===== src/rtl/adc_ctrl_pkg.sv =====
/*
 * constants for the converter start control block: register offsets,
 * field positions, reset values and status layout.
 * assumes a byte-wide register port with an 8-bit address.
 */
package adc_ctrl_pkg;

    // ************************************************************
    // register map
    // ************************************************************
    localparam int unsigned ADDR_W = 8;
    localparam int unsigned DATA_W = 8;
    localparam logic [7:0] OFS_CONTROL = 8'h00;
    localparam logic [7:0] OFS_IRQ_STATUS = 8'h01;
    localparam logic [7:0] OFS_IRQ_MASK = 8'h02;

    // ************************************************************
    // control register fields
    // ************************************************************
    localparam int unsigned POWER_BIT = 0;
    localparam int unsigned START_BIT = 1;
    localparam int unsigned CHAN_LSB = 2;
    localparam int unsigned CHAN_W = 4;
    localparam int unsigned NUM_INPUTS = 16;
    localparam logic [3:0] CHAN_RESET = 4'h0;
    localparam logic [3:0] SMALL_LIMIT = 4'hc;
    localparam logic [7:0] ZERO_BYTE = 8'h00;

    // ************************************************************
    // interrupt status bits
    // ************************************************************
    localparam int unsigned IRQ_DONE_BIT = 0;
    localparam int unsigned IRQ_W = 1;
    localparam logic [0:0] IRQ_RESET = 1'h0;

    typedef enum logic [1:0] {
        ST_IDLE,
        ST_BUSY
    } conv_state_e;

endpackage


===== src/rtl/core_link_if.sv =====
/*
 * carrier between the control block and its channel decoder.
 * assumes both ends sit on the same clock.
 */
`timescale 1ns/10ps
interface core_link_if;
    logic [3:0] chan_code;
    logic small_variant;
    logic [15:0] chan_onehot;
    logic chan_valid;

    modport ctrl
    (
        output chan_code,
        output small_variant,
        input chan_onehot,
        input chan_valid
    );
    modport dec
    (
        input chan_code,
        input small_variant,
        output chan_onehot,
        output chan_valid
    );
endinterface


===== src/rtl/adc_start_ctrl.sv =====
/*
 * converter start control: control register, start/busy handshake with
 * the converter core, power enable, channel route and done interrupt.
 * assumes a converter core on clk that pulses done after each start.
 */
// Notes on behaviour
// - while powered, selector codes 0 to 15 route analog inputs 0 to 15
// - on the small variant, codes 12 to 15 route no input
// - writing one to bit 1 together with one to bit 0 starts converting the selected channel
// - start bit stays one while converting, hardware clears on completion
// - start bit reads zero whenever no conversion runs
// - bit 0 powers the converter; zero shuts it off
// - bits 7:6 read zero; selector occupies bits 5:2
`timescale 1ns/10ps
module adc_start_ctrl
(
    input wire logic clk, // 50 MHz clock
    input wire logic reset_n, // async reset, active low
    input wire logic [adc_ctrl_pkg::ADDR_W-1:0] reg_addr, // register address
    input wire logic [adc_ctrl_pkg::DATA_W-1:0] reg_wdata, // write data
    input wire logic reg_wr, // write strobe
    input wire logic reg_rd, // read strobe
    output logic [adc_ctrl_pkg::DATA_W-1:0] reg_rdata, // read data, next cycle
    input wire logic small_variant, // strap: twelve-input variant
    input wire logic core_done, // converter core completion pulse
    output logic [3:0] core_chan, // channel code to core
    output logic [15:0] core_route, // one-hot analog input route
    output logic core_start, // one-cycle start request
    output logic core_power, // converter power enable
    output logic irq // level interrupt
);
    import adc_ctrl_pkg::*;

    core_link_if link ();

    conv_state_e state_ff, nxt_state;
    logic [3:0] chan_ff, nxt_chan;
    logic power_ff, nxt_power;
    logic start_ff, nxt_start;
    logic [15:0] route_ff, nxt_route;
    logic [IRQ_W-1:0] irq_stat_ff, nxt_irq_stat;
    logic [IRQ_W-1:0] irq_mask_ff, nxt_irq_mask;
    logic irq_ff, nxt_irq;
    logic [DATA_W-1:0] rdata_ff, nxt_rdata;
    logic strap_s1_ff, strap_s2_ff;
    logic done_s1_ff, done_s2_ff, done_s3_ff;
    logic done_evt;
    logic [3:0] wr_chan;

    // ************************************************************
    // synchronisers for strap and core completion
    // ************************************************************
    always_ff @(posedge clk or negedge reset_n)
    begin
        if (!reset_n)
        begin
            strap_s1_ff <= 1'b0;
            strap_s2_ff <= 1'b0;
            done_s1_ff <= 1'b0;
            done_s2_ff <= 1'b0;
            done_s3_ff <= 1'b0;
        end
        else
        begin
            strap_s1_ff <= small_variant;
            strap_s2_ff <= strap_s1_ff;
            done_s1_ff <= core_done;
            done_s2_ff <= done_s1_ff;
            done_s3_ff <= done_s2_ff;
        end
    end

    assign done_evt = done_s2_ff && !done_s3_ff;
    assign wr_chan = reg_wdata[CHAN_LSB +: CHAN_W];

    // ************************************************************
    // channel decoder
    // ************************************************************
    assign link.chan_code = chan_ff;
    assign link.small_variant = strap_s2_ff;

    chan_decode u_dec
    (
        .link(link)
    );

    function automatic logic hit(input logic [7:0] a, input logic [7:0] o);
        return a == o;
    endfunction

    // a code names a present input unless the small variant lacks it
    function automatic logic present(input logic [3:0] c, input logic s);
        return !(s && (c >= SMALL_LIMIT));
    endfunction

    // ************************************************************
    // control and conversion sequence
    // ************************************************************
    always_comb
    begin
        nxt_state = state_ff;
        nxt_chan = chan_ff;
        nxt_power = power_ff;
        nxt_start = 1'b0;
        if (reg_wr && hit(reg_addr, OFS_CONTROL))
        begin
            nxt_chan = wr_chan;
            nxt_power = reg_wdata[POWER_BIT];
        end
        unique case (state_ff)
            ST_IDLE:
            begin
                // start needs power and a present channel; the channel
                // judged is the one written together with the start bit
                if (reg_wr && hit(reg_addr, OFS_CONTROL) &&
                    reg_wdata[START_BIT] && reg_wdata[POWER_BIT] &&
                    present(wr_chan, strap_s2_ff))
                begin
                    nxt_state = ST_BUSY;
                    nxt_start = 1'b1;
                end
            end
            ST_BUSY:
            begin
                if (done_evt || !power_ff)
                begin
                    nxt_state = ST_IDLE;
                end
            end
        endcase
        // route only a powered and present channel
        nxt_route = '0;
        if (power_ff && link.chan_valid)
        begin
            nxt_route = link.chan_onehot;
        end
    end

    // ************************************************************
    // interrupt status and mask
    // ************************************************************
    always_comb
    begin
        nxt_irq_mask = irq_mask_ff;
        nxt_irq_stat = irq_stat_ff;
        if (reg_wr && hit(reg_addr, OFS_IRQ_MASK))
        begin
            nxt_irq_mask = reg_wdata[IRQ_W-1:0];
        end
        if (reg_wr && hit(reg_addr, OFS_IRQ_STATUS))
        begin
            nxt_irq_stat = irq_stat_ff & ~reg_wdata[IRQ_W-1:0];
        end
        // set after clear so a completion in the clearing cycle wins
        if ((state_ff == ST_BUSY) && done_evt)
        begin
            nxt_irq_stat[IRQ_DONE_BIT] = 1'b1;
        end
        nxt_irq = |(nxt_irq_stat & nxt_irq_mask);
    end

    always_ff @(posedge clk or negedge reset_n)
    begin
        if (!reset_n)
        begin
            irq_stat_ff <= IRQ_RESET;
            irq_mask_ff <= IRQ_RESET;
            irq_ff <= 1'b0;
        end
        else
        begin
            irq_stat_ff <= nxt_irq_stat;
            irq_mask_ff <= nxt_irq_mask;
            irq_ff <= nxt_irq;
        end
    end

    // ************************************************************
    // read path
    // ************************************************************
    always_comb
    begin
        nxt_rdata = ZERO_BYTE;
        if (reg_rd)
        begin
            if (hit(reg_addr, OFS_CONTROL))
            begin
                nxt_rdata[CHAN_LSB +: CHAN_W] = chan_ff;
                nxt_rdata[START_BIT] = (state_ff == ST_BUSY);
                nxt_rdata[POWER_BIT] = power_ff;
            end
            else if (hit(reg_addr, OFS_IRQ_STATUS))
            begin
                nxt_rdata[IRQ_W-1:0] = irq_stat_ff;
            end
            else if (hit(reg_addr, OFS_IRQ_MASK))
            begin
                nxt_rdata[IRQ_W-1:0] = irq_mask_ff;
            end
        end
    end

    always_ff @(posedge clk or negedge reset_n)
    begin
        if (!reset_n)
        begin
            state_ff <= ST_IDLE;
            chan_ff <= CHAN_RESET;
            power_ff <= 1'b0;
            start_ff <= 1'b0;
            route_ff <= '0;
            rdata_ff <= ZERO_BYTE;
        end
        else
        begin
            state_ff <= nxt_state;
            chan_ff <= nxt_chan;
            power_ff <= nxt_power;
            start_ff <= nxt_start;
            route_ff <= nxt_route;
            rdata_ff <= nxt_rdata;
        end
    end

    assign core_start = start_ff;
    assign core_chan = chan_ff;
    assign core_power = power_ff;
    assign core_route = route_ff;
    assign irq = irq_ff;
    assign reg_rdata = rdata_ff;
endmodule


===== src/rtl/chan_decode.sv =====
/*
 * channel decoder: turns the 4-bit selector into a one-hot input route.
 * assumes the small-variant strap is a stable level.
 */
`timescale 1ns/10ps
module chan_decode
(
    core_link_if.dec link // selector in, route out
);
    import adc_ctrl_pkg::*;

    // ************************************************************
    // decode
    // ************************************************************
    always_comb
    begin
        link.chan_valid = !(link.small_variant &&
            (link.chan_code >= SMALL_LIMIT));
        link.chan_onehot = '0;
        if (link.chan_valid)
        begin
            link.chan_onehot[link.chan_code] = 1'b1;
        end
    end
endmodule


===== config.mk =====
export PLATFORM = sky130hd
export DESIGN_NAME = adc_start_ctrl
export DESIGN_NICKNAME = d
export VERILOG_FILES = /design/src/rtl/adc_ctrl_pkg.sv /design/src/rtl/core_link_if.sv /design/src/rtl/adc_start_ctrl.sv /design/src/rtl/chan_decode.sv
export SDC_FILE = /design/constraint.sdc
export NUM_CORES = 1
export LEC_CHECK = 0
export BUFFER_PORTS_ARGS = -buffer_cell sky130_fd_sc_hd__buf_2
export CAP_MARGIN = 20
export CORE_MARGIN = 2
export CORE_UTILIZATION = 35
export DETAILED_ROUTE_END_ITERATION = 10
export HOLD_SLACK_MARGIN = 0.06
export SYNTH_ARGS = -nofsm -noshare
export SYNTH_HDL_FRONTEND = slang
export SYNTH_SLANG_ARGS = --single-unit

===== constraint.sdc =====
create_clock -name clk -period 1.2 [get_ports clk]
set_input_delay 0.06 -clock clk [delete_from_list [all_inputs] [get_ports clk]]
set_output_delay 0.06 -clock clk [all_outputs]
set_load 0.02 [all_outputs]

Yosys cells after proc, flatten, opt, wreduce, memory -nomap -nowiden
Index checks and enable logic that the tools add are counted.
Storage, ports and cells
  bits in registers: 38
  input port bits: 22
  output and inout bits: 31
  logic and storage cells: 63
Operators by class
  $lt $le $gt $ge: 4
  equality and inequality tests: 5
  mux-type cells: 17
  bitwise gates (word level): 3
  reductions and logical operators: 20
Operator list (count)
  16-bit two-way mux: 2
  1-bit logical AND: 12
  1-bit two-way mux: 9
  8-bit by 1-bit equality test with 1-bit output, second input constant: 1
  8-bit by 2-bit equality test with 1-bit output, second input constant: 1
  4-bit greater-or-equal comparator, second input constant: 2
  8-bit logical NOT: 1
  6-bit two-way mux: 1
  4-bit by 5-bit less-than comparator with 1-bit output, second input constant: 1
  5-bit two-way mux: 1
  1-bit demux with 4-bit select: 1
  4-bit by 1-bit greater-or-equal comparator with 1-bit output, second input constant: 1
  1-bit logical NOT: 4
  2-bit two-way mux: 2
  2-bit != test, second input constant: 2
  2-bit one-hot mux with 2 select lines: 1
  1-bit AND: 2
  2-bit by 1-bit equality test with 1-bit output, second input constant: 1
  2-bit logical NOT: 1
  2-bit AND reduction: 1
  1-bit logical OR: 1
  1-bit inverter: 1

Logic depth before layout (Yosys ltp)
Gate-level depths: netlist of the first run.
  depth in word-level cells: 7
  mapped depth: 4
  gate-level depth less buffers: 3

Modules after synthesis
From an unflattened synthesis of the first run, not the netlist that was laid out.
Unflattened totals
  cells, all modules: 121
  area total of the unflattened synthesis: 1480.2 um^2
Modules (own cells, without submodules)
  adc_start_ctrl: times used 1, cells each 98, area each 1363.8 um^2, sequential area each 925.9 um^2
  chan_decode: times used 1, cells each 23, area each 116.4 um^2, sequential area each 0.0 um^2

Worst setup path before layout of the first run
No wires, ideal clock.
  kind: in2reg
  start point: input port reg_addr[5] (netlist name)
  end point: register chan_ff[0], in the netlist core_chan[0]
  library setup time: 125 ps
  arrival time: 1387 ps
  required time: 1075 ps
  setup slack: -312 ps
  stages: 4
  path buffers: 1
  path through: or4_1 -> or3_1 -> buf_6 -> mux2_4
Between the ends
  cells in the longest elaborated chain, start to end: 2
Ends and longest elaborated chain
  start: declaration: line adc_start_ctrl.sv:19  | input wire logic [adc_ctrl_pkg::ADDR_W-1:0] reg_addr,
  8-bit logical NOT: line adc_start_ctrl.sv:88  | return a == o;
  1-bit logical AND: line adc_start_ctrl.sv:105  | if (reg_wr && hit(reg_addr, OFS_CONTROL))
  end signal: assignment: line adc_start_ctrl.sv:217  | chan_ff <= nxt_chan;
  end: declaration: line adc_start_ctrl.sv:37  | logic [3:0] chan_ff, nxt_chan;
No other way between the ends.
A chain may end at the register's enable or synchronous reset.

Worst setup path in the final report of the first run
  start point: input port reg_addr[5] (netlist name)
  end point: register chan_ff[2], in the netlist core_chan[2]
Same word-level chain as after synthesis.

==> results of run 1 <==
-- cell usage after synthesis --
| cell | number |
|---|---|
| a22oi_1 | 1 |
| a31o_2 | 1 |
| and2_1 | 5 |
| and3_1 | 1 |
| buf_4 | 2 |
| buf_6 | 1 |
| clkbuf_1 | 5 |
| conb_1 | 1 |
| dfrtp_1 | 37 |
| inv_1 | 3 |
| mux2_4 | 5 |
| nand2_1 | 7 |
| nand2b_1 | 2 |
| nand3_1 | 1 |
| nand3b_1 | 3 |
| nand4_1 | 1 |
| nand4b_1 | 1 |
| nor2_1 | 12 |
| nor2b_1 | 2 |
| nor3_1 | 7 |
| nor3b_1 | 2 |
| nor4_1 | 1 |
| nor4b_1 | 1 |
| o2111a_1 | 1 |
| o22ai_1 | 1 |
| o32ai_2 | 1 |
| o41ai_1 | 1 |
| or3_1 | 2 |
| or4_1 | 1 |
| or4_4 | 1 |
-- kinds of logic (layout without fill, tap and decap cells) --
kind of cell | after synthesis | count (layout) | share of synthesized area [%]
compound gates | 6 | 6 | 4.22
buf+inv | 11 | 78 | 4.04
flops | 37 | 37 | 66.5
mux | 5 | 5 | 5.39
other cells | 1 | 2 | 0.269
simple gates | 50 | 50 | 19.6
-- power groups by stage --
stage	clock, mW	sequential, mW	combinational, mW
CTS	1.26	1.30	0.212
floorplan	0	1.33	0.0790
detailed placement	0	1.32	0.189
global route	1.31	1.30	0.233
finish	1.22	1.30	0.212
global placement	0	1.32	0.184
-- routing by layer --
metal	track usage, %	part of all wire (%)	vias to the layer above
li1	-	-	499
met1	15.8	42	494
met2	23.3	50	38
met3	3.89	7.2	4
met4	5.36	0.91	0
met5	0	0	-
-- flip-flops by register name (all words and copies together), names as in the netlist --
register	count
state_ff	1
irq_mask_ff	1
strap_s1_ff	1
link.small_variant	1
core_power	1
done_s2_ff	1
reg_rdata	6
core_start	1
irq	1
done_s1_ff	1
irq_stat_ff	1
core_chan	4
done_s3_ff	1
core_route	16
-- final cells by class --
cell class,count,area [um^2],share of cell area [%]
clock buffers,5,68.8,3.48
well taps,48,60.1,3.04
flip-flops and latches,37,927,46.9
inverters,3,11.3,0.570
multi-input cells,63,430,21.8
repair buffers,67,413,20.9
clock inverters,3,65.1,3.29
-- per-stage QoR --
| step | cells | TNS (ns) | area, um^2 | total power, mW | hold WS, ns |
|---|---|---|---|---|---|
| final | 226 | -0.429 | 1980 | 2.73 | 0.0766 |
| after global routing | 226 | -0.470 | 1980 | 2.85 | 0.0665 |
| after CTS | 226 | -0.339 | 1970 | 2.77 | 0.0615 |
| after detailed placement | 210 | -4.55 | 1750 | 1.51 | 0.0693 |
| after global placement | 210 | -4.40 | 1750 | 1.50 | 0.0660 |
| after floorplan | 111 | -1.79 | 1410 | 1.40 | -0.236 |
-- critical path, cell delays in order --
cell	delay, ns
buf_6	0.09
or4_4	0.52
or3_4	0.45
mux2_4	0.32
-- path summary, 6_finish.rpt --
path,startpoint,to,slack [ns],cells past startpoint
worst max-delay path,reg_addr[5],core_chan[2]$_DFFE_PN0P_,-0.08,4
worst min-delay path,reg_wdata[0],core_power$_DFFE_PN0P_,0.08,2
worst max register to register,core_chan[1]$_DFFE_PN0P_,core_route[1]$_DFF_PN0_,0.17,2
worst min register to register,strap_s1_ff$_DFF_PN0_,link.small_variant$_DFF_PN0_,0.35,0
max in group asynchronous,reset_n,core_chan[3]$_DFFE_PN0P_,0.40,3
min in group asynchronous,reset_n,reg_rdata[0]$_DFF_PN0_,0.29,2
-- timing repair --
item / CTS / global route
gates cloned: 0 / 0
hold buffers: 7 / 0
setup endpoints to repair: 7 / 8
pin swaps: 2 / 1
endpoints found under the hold margin: 30 / 0
setup buffers: 1 / 0
resized for setup: 2 / 2
==> impl_results.md, run 1 <==
* Outcome: finished with violations
* Failing checks: setup timing
* Vias in the first global route at 1,034
* Unrepaired setup endpoints after global routing: yes
* IO Port Bufs at 48
* Total Wirelength at 2760 um
* Max_cap viols at 0
* Top cells by area, synth: dfrtp_1 (66%), mux2_4 (5.4%), nor2_1 (3.2%)
* Largest net degree at the start of global routing at 27
* Overflow after GRT at 0
* Seq cells post-synth at 37
* Routed wire length per instance at 12.2 um
* Total Routing Usage GR at 13.5%
* Initial Utilization at 37.2%
* Crit path max fanout at 7
* Most common cell after layout, fill and taps aside: buf_2
* Sw power at 0.531 mW
* Routability Congestion at 0.810
* Crit start category: input pin
* Clock Path Buffers at 2
* Logic pwr share at 7.7%
* Avg Cell Area, Syn at 12.7 um^2
* Skew-Pair Late Insertion Delay at 0.28 ns
* Hold Path Class: input pin to register
* Fin crit period at 1.28 ns
* Most frequent cells in the layout: buf_2 (46), dfrtp_1 (36), nor2_1 (12), buf_4 (12)
* Drt pass-1 iters at 4
* P_int at 2.20 mW
* Iter 0 DRT Violations at 25
* Post-synth top area cell: dfrtp_1
* Post-Synthesis Cell Area at 1390 um^2
* Share of the synthesized area in the top cell type at 66.5%
* Detail Placement HPWL at 2120 um
* Initial antenna violation count at 0
* Register area share after synthesis at 66.5%
* Syn Inst Count at 110
* Area grow syn2layout at 41.9%
* Fmax at 778 MHz
* DRC at 0
* Final Cycle Share at 107%
* Clock Power Share at 44.7%
* Io pins at 53
* CTS tree: yes
* Layout cell share with drive strength beyond 1 at 44.9%
* Max-slew headroom at the worst pin at 64.8%
* Yosys warning total at 0
* Clock skew at 0.00329 ns
* Antenna-violating nets left at 0
* Crit end category: register
* Slew @ Worst Pin at 0.529 ns
* Switching Share at 19.4%
* Req. time, crit path at 1.36 ns
* Htree depth at 2
* Row count at 22
* Endpoints failing hold at 0
* Clock slew at reported path FFs at 0.07 ns
* Diode count at 0
* Via count at 1,035
* Worst slack at placement at -0.513 ns
* # clock sinks at 37
* First-pass GRT wire length at 4470 um
* CORE AREA at 3740 um^2
* Cts bufs inserted at 5
* Final WS setup at -0.0848 ns
* Power density over the cells at 1380 nW/um^2
* Critical Path AT at 1.45 ns
* Clock root buffer: clkbuf_8
* Peak supply drop at 1.05 mV
* Die extent in x at 67.1 um
* Max Slew Vio Count at 0
* Die ar. at 4500 um^2
* Pleak at 1.04 nW
* Final #Nets at 199
* Sequential Power Share at 47.5%
* Fillers at 345
* Critical path class: input pin to register
* Util after Layout at 52.8%
* Chip height at 67.1 um
* Yosys cell types at 30
* DR vias/cell at 4.58
* Final setup vio count at 6
Power figures use the tool's default switching activity.
==> run 2: changes to the inputs <==
Settings changed: ABC_AREA from default to 1, CORE_ASPECT_RATIO from default to 1.4.
==> run 2 against run 1 <==
Compared with the run above:
- the run now ends clean
- largest power group unchanged
- fmax is 23% higher
- critical endpoint is now core_route[1]$_DFF_PN0_
- clock skew is 0.00076 ns lower
- critical path depth is 1 higher
- combinational power is 15% lower
- critical path type is now register to register
- register-to-register slack worse by 0.02 ns
- flip-flop and latch count stayed put
- total power is 17% lower
- first-iteration DRC count is 32% lower
- non-clock buffer count is 7 lower
==> impl_results.md, run 2 <==
* Post-layout instance area at 1830 um^2 (-7.3%)
* Die extent in x at 56.5 um (-16%)
* Crit path cell chain: nand3_1 > nand2_1 > inv_1 > nand3_1 > nor2_1
* Row count at 26 (+18%)
* Hold Crit Endpoint: irq_mask_ff$_DFF_PN0_
* Routability Congestion at 0.787 (-2.8%)
* Clock slew at reported path FFs at 0.07 ns (about the same)
* FFs w/ async S/R, synth at 100% (unchanged)
* Fin crit period at 1.05 ns (-0.238 ns)
* Clock root buffer: clkbuf_8
* Cts bufs inserted at 5 (unchanged)
* Outcome: completed
* Slowest stage delay, CP at 0.42 ns (-0.10 ns)
* Critical Path AT at 1.26 ns (-0.19 ns)
* Chip height at 77.6 um (+16%)
* Final #Nets at 223 (+12%)
* Post-Synthesis Cell Area at 1350 um^2 (-2.9%)
* CP max stage cell: dfrtp_1
* Syn Inst Count at 135 (+23%)
* Layout cell share with drive strength beyond 1 at 31.7% (-13 points)
* Share of the synthesized area in the top cell type at 68.5% (+2.0 points)
* Fmax at 955 MHz (+23%)
* Hold Path Class: input pin to register
* Post-Synth Adder-Cell Area at 0% (unchanged)
* # Post-CTS Setup Buffers at 0 (-1)
* Crit start category: register
* Yosys cell types at 13 (-57%)
* Most common cell after layout, fill and taps aside: buf_2
* Total Routing Usage GR at 14.9% (+1.3 points)
* Via count at 1,092 (+5.5%)
* Req. time, crit path at 1.41 ns (+0.05 ns)
* Pleak at 1.06 nW (+1.8%)
* Compound-Gate Fraction of Synth Area at 1.85% (-2.4 points)
* Worst R2R Setup Slack at 0.15 ns (-0.02 ns)
* Synth cell count leaders: dfrtp_1 (37), nor2_1 (30), nand2_1 (24)
* Post-CTS Hold Buffers at 10 (+3)
* IO Port Bufs at 48 (unchanged)
* Drt pass-1 iters at 4 (unchanged)
* Seq cells post-synth at 37 (unchanged)
* Area post-placement at 1650 um^2 (-5.5%)
* Largest family of logic cells by synthesized area: simple AND/OR/NAND/NOR gates
* R2R depth at 5 (+3)
* Power density over the cells at 1240 nW/um^2 (-10%)
* Htree depth at 2 (unchanged)
* Fillers at 358 (+3.8%)
* CTS tree: yes
* Clock Path Buffers at 2 (unchanged)
* CP most frequent cell: nand3_1
* Top_reg_cell synth: dfrtp_1
* Mux share of post-synthesis cell area at 0% (-5.4 points)
* Yosys warning total at 0 (unchanged)
* Most frequent cells in the layout: buf_2 (48), dfrtp_1 (37), nor2_1 (30)
* Max Slew Vio Count at 0 (unchanged)
* Final setup vio count at 0 (-6)
* Post-cts sizing count at 0 (-2)
* Post-synth EDFFs at 0 (unchanged)
* Max reg flops at 16 (unchanged)
* Top cells by area, synth: dfrtp_1 (68%), nor2_1 (8.3%), nand2_1 (6.7%)
* Register area share after synthesis at 68.5% (+2.0 points)
* Routed wire length per instance at 11.5 um (-5.6%)
* Antenna-violating nets left at 0 (unchanged)
* Reg2reg start: core_chan[2]$_DFFE_PN0P_
* Post-synth top area cell: dfrtp_1
* Crit end category: register
* Die ar. at 4380 um^2 (-2.5%)
* Max_cap viols at 0 (unchanged)
* Endpoints failing hold at 0 (unchanged)
* Initial Utilization at 36.8% (-0.41 points)
* Reg2reg end: core_route[1]$_DFF_PN0_
* Largest net degree at the start of global routing at 17 (-37%)
* CORE AREA at 3680 um^2 (-1.8%)
* Worst hold start: reg_wr
* Detail Placement HPWL at 2210 um (+4.4%)
* Skew-Pair Late Insertion Delay at 0.29 ns (about the same)
* Total Wirelength at 2810 um (+2.0%)
* Critical path class: register to register
* Post-synthesis simple-gate area fraction at 24.1% (+4.6 points)
* Overflow after GRT at 0 (unchanged)
* Final Cycle Share at 87.2% (-20 points)
* Vias in the first global route at 1,154 (+12%)
* First-pass GRT wire length at 4900 um (+9.6%)
* Io pins at 53 (unchanged)
* Setup TNS at 0 ns (+0.429 ns)
* Clock skew at 0.00253 ns (-0.000762 ns)
* Crit path max fanout at 5 (-2)
* Peak supply drop at 0.910 mV (-13%)
* Avg Cell Area, Syn at 10.0 um^2 (-21%)
* DRC at 0 (unchanged)
* Diode count at 0 (unchanged)
* Unrepaired setup endpoints after global routing: no
* Area grow syn2layout at 35.4%
* Count leader, synth: dfrtp_1
* Worst hold path cell count at 3 (+1)
* Xor/xnor share of the synthesized area at 0% (unchanged)
* DR vias/cell at 4.48 (-2.3%)
* Initial antenna violation count at 0 (unchanged)
* Iter 0 DRT Violations at 17 (-32%)
* # clock sinks at 37 (unchanged)
-- run 2: cell types whose count changed after synthesis, moves of 3 or more --
cell	delta
inv_1	+12
nand3b_1	-3
nor2_2	+4
mux2_4	-5
clkbuf_1	-5
nand3_1	+13
nand2_1	+17
a21oi_1	+4
nor2_1	+18
and2_1	-5
nor3_1	-7
-- run 2: final cells by class --
| type | instances | area [um^2] | area share, % |
|---|---|---|---|
| sequential | 37 | 926 | 50.5 |
| tap | 42 | 52.6 | 2.87 |
| clock inverter | 2 | 10.0 | 0.546 |
| inverter | 15 | 56.3 | 3.07 |
| clock buffer | 6 | 72.6 | 3.96 |
| timing repair buffer | 60 | 355 | 19.4 |
| multi-input combinational | 82 | 359 | 19.6 |
-- run 2: layer usage --
| metal | wire (um) | vias up | global-route usage, % |
|---|---|---|---|
| met2 | 1390 | 49 | 25.3 |
| met1 | 1110 | 495 | 16.0 |
| li1 | - | 540 | - |
| met3 | 235 | 8 | 5.83 |
| met4 | 75 | 0 | 6.67 |
| met5 | 0 | - | 0 |
-- run 2: through the flow --
step                cells  utilization [%]  hold WS, ns  worst slack, ns  power, mW
floorplan             136                -       -0.236            0.204       1.38
global placement      226             44.9      -0.0285            0.192       1.46
detailed placement    226             44.9      -0.0164            0.150       1.47
CTS                   244             49.8       0.0953            0.135       2.31
global route          244             49.8        0.100         0.000964       2.40
finish                244             49.8        0.104            0.153       2.28
-- run 2: worst max path at each step --
stage,endpoint,start,cells past startpoint,slack [ns]
after floorplan,core_route[11]$_DFF_PN0_,core_chan[2]$_DFFE_PN0P_,5,0.20
after global placement,core_route[14]$_DFF_PN0_,core_chan[2]$_DFFE_PN0P_,5,0.19
after detailed placement,core_route[1]$_DFF_PN0_,core_chan[2]$_DFFE_PN0P_,5,0.15
after CTS,core_route[1]$_DFF_PN0_,core_chan[2]$_DFFE_PN0P_,5,0.13
after global routing,core_route[12]$_DFF_PN0_,core_chan[2]$_DFFE_PN0P_,5,0.001
final,core_route[1]$_DFF_PN0_,core_chan[2]$_DFFE_PN0P_,5,0.15
-- run 2: power breakdown --
group	leakage (nW)	switching [mW]	internal, mW
logic	0.538	0.107	0.0724
registers	0.480	0.0158	1.27
clock network	0.0450	0.411	0.402
-- run 2: critical path: cells and delay by family (launching register included) --
| kind | cells | cell delay, ns |
|---|---|---|
| buf+inv | 1 | 0.10 |
| flops | 1 | 0.42 |
| simple gates | 4 | 0.46 |
-- run 2: kinds of logic (layout without fill, tap and decap cells) --
family / count (synthesis) / in the layout
simple gates: 75 / 75
other cells: 1 / 2
buf+inv: 17 / 83
compound gates: 5 / 5
flops: 37 / 37
==> run 3: changes to the inputs <==
Settings changed: ABC_AREA 1 to 0.
==> run 3 against run 2 <==
Compared with the run above:
- the run now ends with setup timing left
- routed wire length grew 2.3%
- via count shrank 2.5%
- clock skew grew 0.0015 ns
- global-route usage shrank 0.36 points
- utilization grew 0.090 points
- count of clock-buffer cells in the layout grew 1
- worst hold slack lost 0.030 ns
- final cell count shrank 9.4%
- non-clock buffer count grew 8
- cell area grew 5.9%
- fmax shrank 18%
- critical path depth shrank 1
- critical endpoint is now core_chan[0]$_DFFE_PN0P_
==> impl_results.md, run 3 (synthesis gave the netlist of run 1 again) <==
* Worst Path Buf+Inv at 1 (unchanged)
* Crit path max fanout at 7 (+2)
* Area post-placement at 1750 um^2 (+6.4%)
* Drt pass-1 iters at 4 (unchanged)
* Initial Utilization at 35.8% (-0.95 points)
* Top routing layer in use: met4
* Row count at 27 (+3.8%)
* Area grow syn2layout at 39.3%
* Delay-heaviest family, CP: simple AND/OR/NAND/NOR gates
* Max_cap viols at 0 (unchanged)
* Detail Placement HPWL at 2190 um (-1.1%)
* CP max stage cell: or4_4
* Clock skew at 0.00398 ns (+0.00145 ns)
* Die ar. at 4510 um^2 (+2.8%)
* DR vias/cell at 4.82 (+7.7%)
* Crit path to: core_chan[0]$_DFFE_PN0P_
* Final setup vio count at 5 (+5)
* CTS tree: yes
* Clock root buffer: clkbuf_8
* Antenna-violating nets left at 0 (unchanged)
* Hold Path Class: input pin to register
* Clock slew at reported path FFs at 0.07 ns (about the same)
* Die extent in x at 57.3 um (+1.4%)
* Slowest stage delay, CP at 0.52 ns (+0.10 ns)
* Worst R2R Setup Slack at 0.19 ns (+0.04 ns)
* Total Wirelength at 2880 um (+2.3%)
* Diode count at 0 (unchanged)
* Final #Nets at 200 (-10%)
* Htree depth at 2 (unchanged)
* Clock Path Buffers at 2 (unchanged)
* Crit end category: register
* Req. time, crit path at 1.37 ns (-0.04 ns)
* Total Routing Usage GR at 14.5% (-0.36 points)
* Reg2reg end: core_route[1]$_DFF_PN0_
* Fillers at 354 (-1.1%)
* Final Cycle Share at 106% (+19 points)
* CORE AREA at 3880 um^2 (+5.7%)
* Chip height at 78.6 um (+1.4%)
* Layout cell share with drive strength beyond 1 at 43.8% (+12 points)
* Routed wire length per instance at 13.0 um (+13%)
* Peak supply drop at 0.968 mV (+6.3%)
* Critical path class: input pin to register
* FF+latch area at 926 um^2 (unchanged)
* Failing checks: setup timing
* Max Slew Vio Count at 0 (unchanged)
* Iter 0 DRT Violations at 23 (+6)
* DRC at 0 (unchanged)
* Most frequent cells in the layout: buf_2 (46), dfrtp_1 (37), buf_4 (13)
* Vias in the first global route at 1,106 (-4.2%)
* Multi-input gate area at 442 um^2 (+23%)
* Pleak at 1.05 nW (-1.2%)
* Power density over the cells at 1220 nW/um^2 (-2.0%)
* Launch point of the worst path: reg_addr[4]
* Routed wl met3 at 190 um (-19%)
* Util after Layout at 49.9% (+0.090 points)
* Initial antenna violation count at 0 (unchanged)
* Crit path cell chain: buf_6 > or4_4 > or3_4 > mux2_4
* IO Port Bufs at 48 (unchanged)
* Fin crit period at 1.27 ns (+0.227 ns)
* Unrepaired setup endpoints after global routing: yes
* Final WS setup at -0.0741 ns (-0.227 ns)
* # clock sinks at 37 (unchanged)
* Endpoints failing hold at 0 (unchanged)
* Critical Path AT at 1.44 ns (+0.18 ns)
* # Post-CTS Setup Buffers at 0 (unchanged)
* R2R depth at 2 (-3)
* Cts bufs inserted at 5 (unchanged)
* Io pins at 53 (unchanged)
* Overflow after GRT at 0 (unchanged)
* Routability Congestion at 0.781 (-0.71%)
* Most common cell after layout, fill and taps aside: buf_2
* Via count at 1,065 (-2.5%)
* Max reg flops at 16 (unchanged)
* Crit path depth at 4 (-1)
* Reg2reg start: core_chan[1]$_DFFE_PN0P_
* Skew-Pair Late Insertion Delay at 0.28 ns (about the same)
* Crit start category: input pin
* WL met2 at 1550 um (+11%)
* Largest net degree at the start of global routing at 38 (+21)
* Fmax at 785 MHz (-18%)
* Outcome: finished with violations
* First-pass GRT wire length at 4900 um (unchanged)
* M1 WL at 1060 um (-3.9%)
* Post-layout instance area at 1940 um^2 (+5.9%)
-- run 3: stage by stage --
stage	std cells	setup WS (ns)	hold slack, ns	total power [mW]	setup TNS (ns)
floorplan	111	-0.300	-0.236	1.40	-1.79
global placement	207	-0.485	0.113	1.51	-4.26
detailed placement	207	-0.507	0.124	1.52	-4.46
CTS	221	-0.0736	0.0609	2.39	-0.323
global route	221	-0.0899	0.0707	2.49	-0.405
finish	221	-0.0741	0.0742	2.36	-0.345
-- run 3: worst min-delay path by stage --
stage / to / cells after the start / slack (ns) / startpoint
2_1_floorplan: core_chan[0]$_DFFE_PN0P_ / 0 / -0.24 / reset_n
3_3_place_gp: core_route[9]$_DFF_PN0_ / 2 / 0.11 / reset_n
3_5_place_dp: core_route[10]$_DFF_PN0_ / 2 / 0.12 / reset_n
4_1_cts: core_power$_DFFE_PN0P_ / 2 / 0.06 / reg_wdata[0]
5_1_grt: core_power$_DFFE_PN0P_ / 2 / 0.07 / reg_wdata[0]
6_report: core_power$_DFFE_PN0P_ / 2 / 0.07 / reg_wdata[0]
-- run 3: final cells by class --
type,count,area share (%)
inverters,3,0.581
multi-input cells,63,22.8
repair buffers,68,21.7
well taps,43,2.77
clock buffers,7,4.45
flip-flops and latches,37,47.7
-- run 3: power by group --
part | switching [mW] | internal (mW) | leakage, nW
clock | 0.390 | 0.455 | 0.0443
combinational | 0.115 | 0.108 | 0.515
sequential | 0.0212 | 1.27 | 0.490
-- run 3: metal layers --
metal,up-vias,global-route usage [%]
met3,8,4.45
met1,500,15.3
met2,49,25.1
li1,508,-
met5,-,0
met4,0,8.37
-- run 3: repair_timing --
item / 4_1_cts / 5_1_grt
hold buffers: 7 / 0
pin swaps: 2 / 1
gates resized for setup: 2 / 2
hold endpoints to repair: 43 / 0
setup endpoints to repair: 7 / 6
cloned: 0 / 0
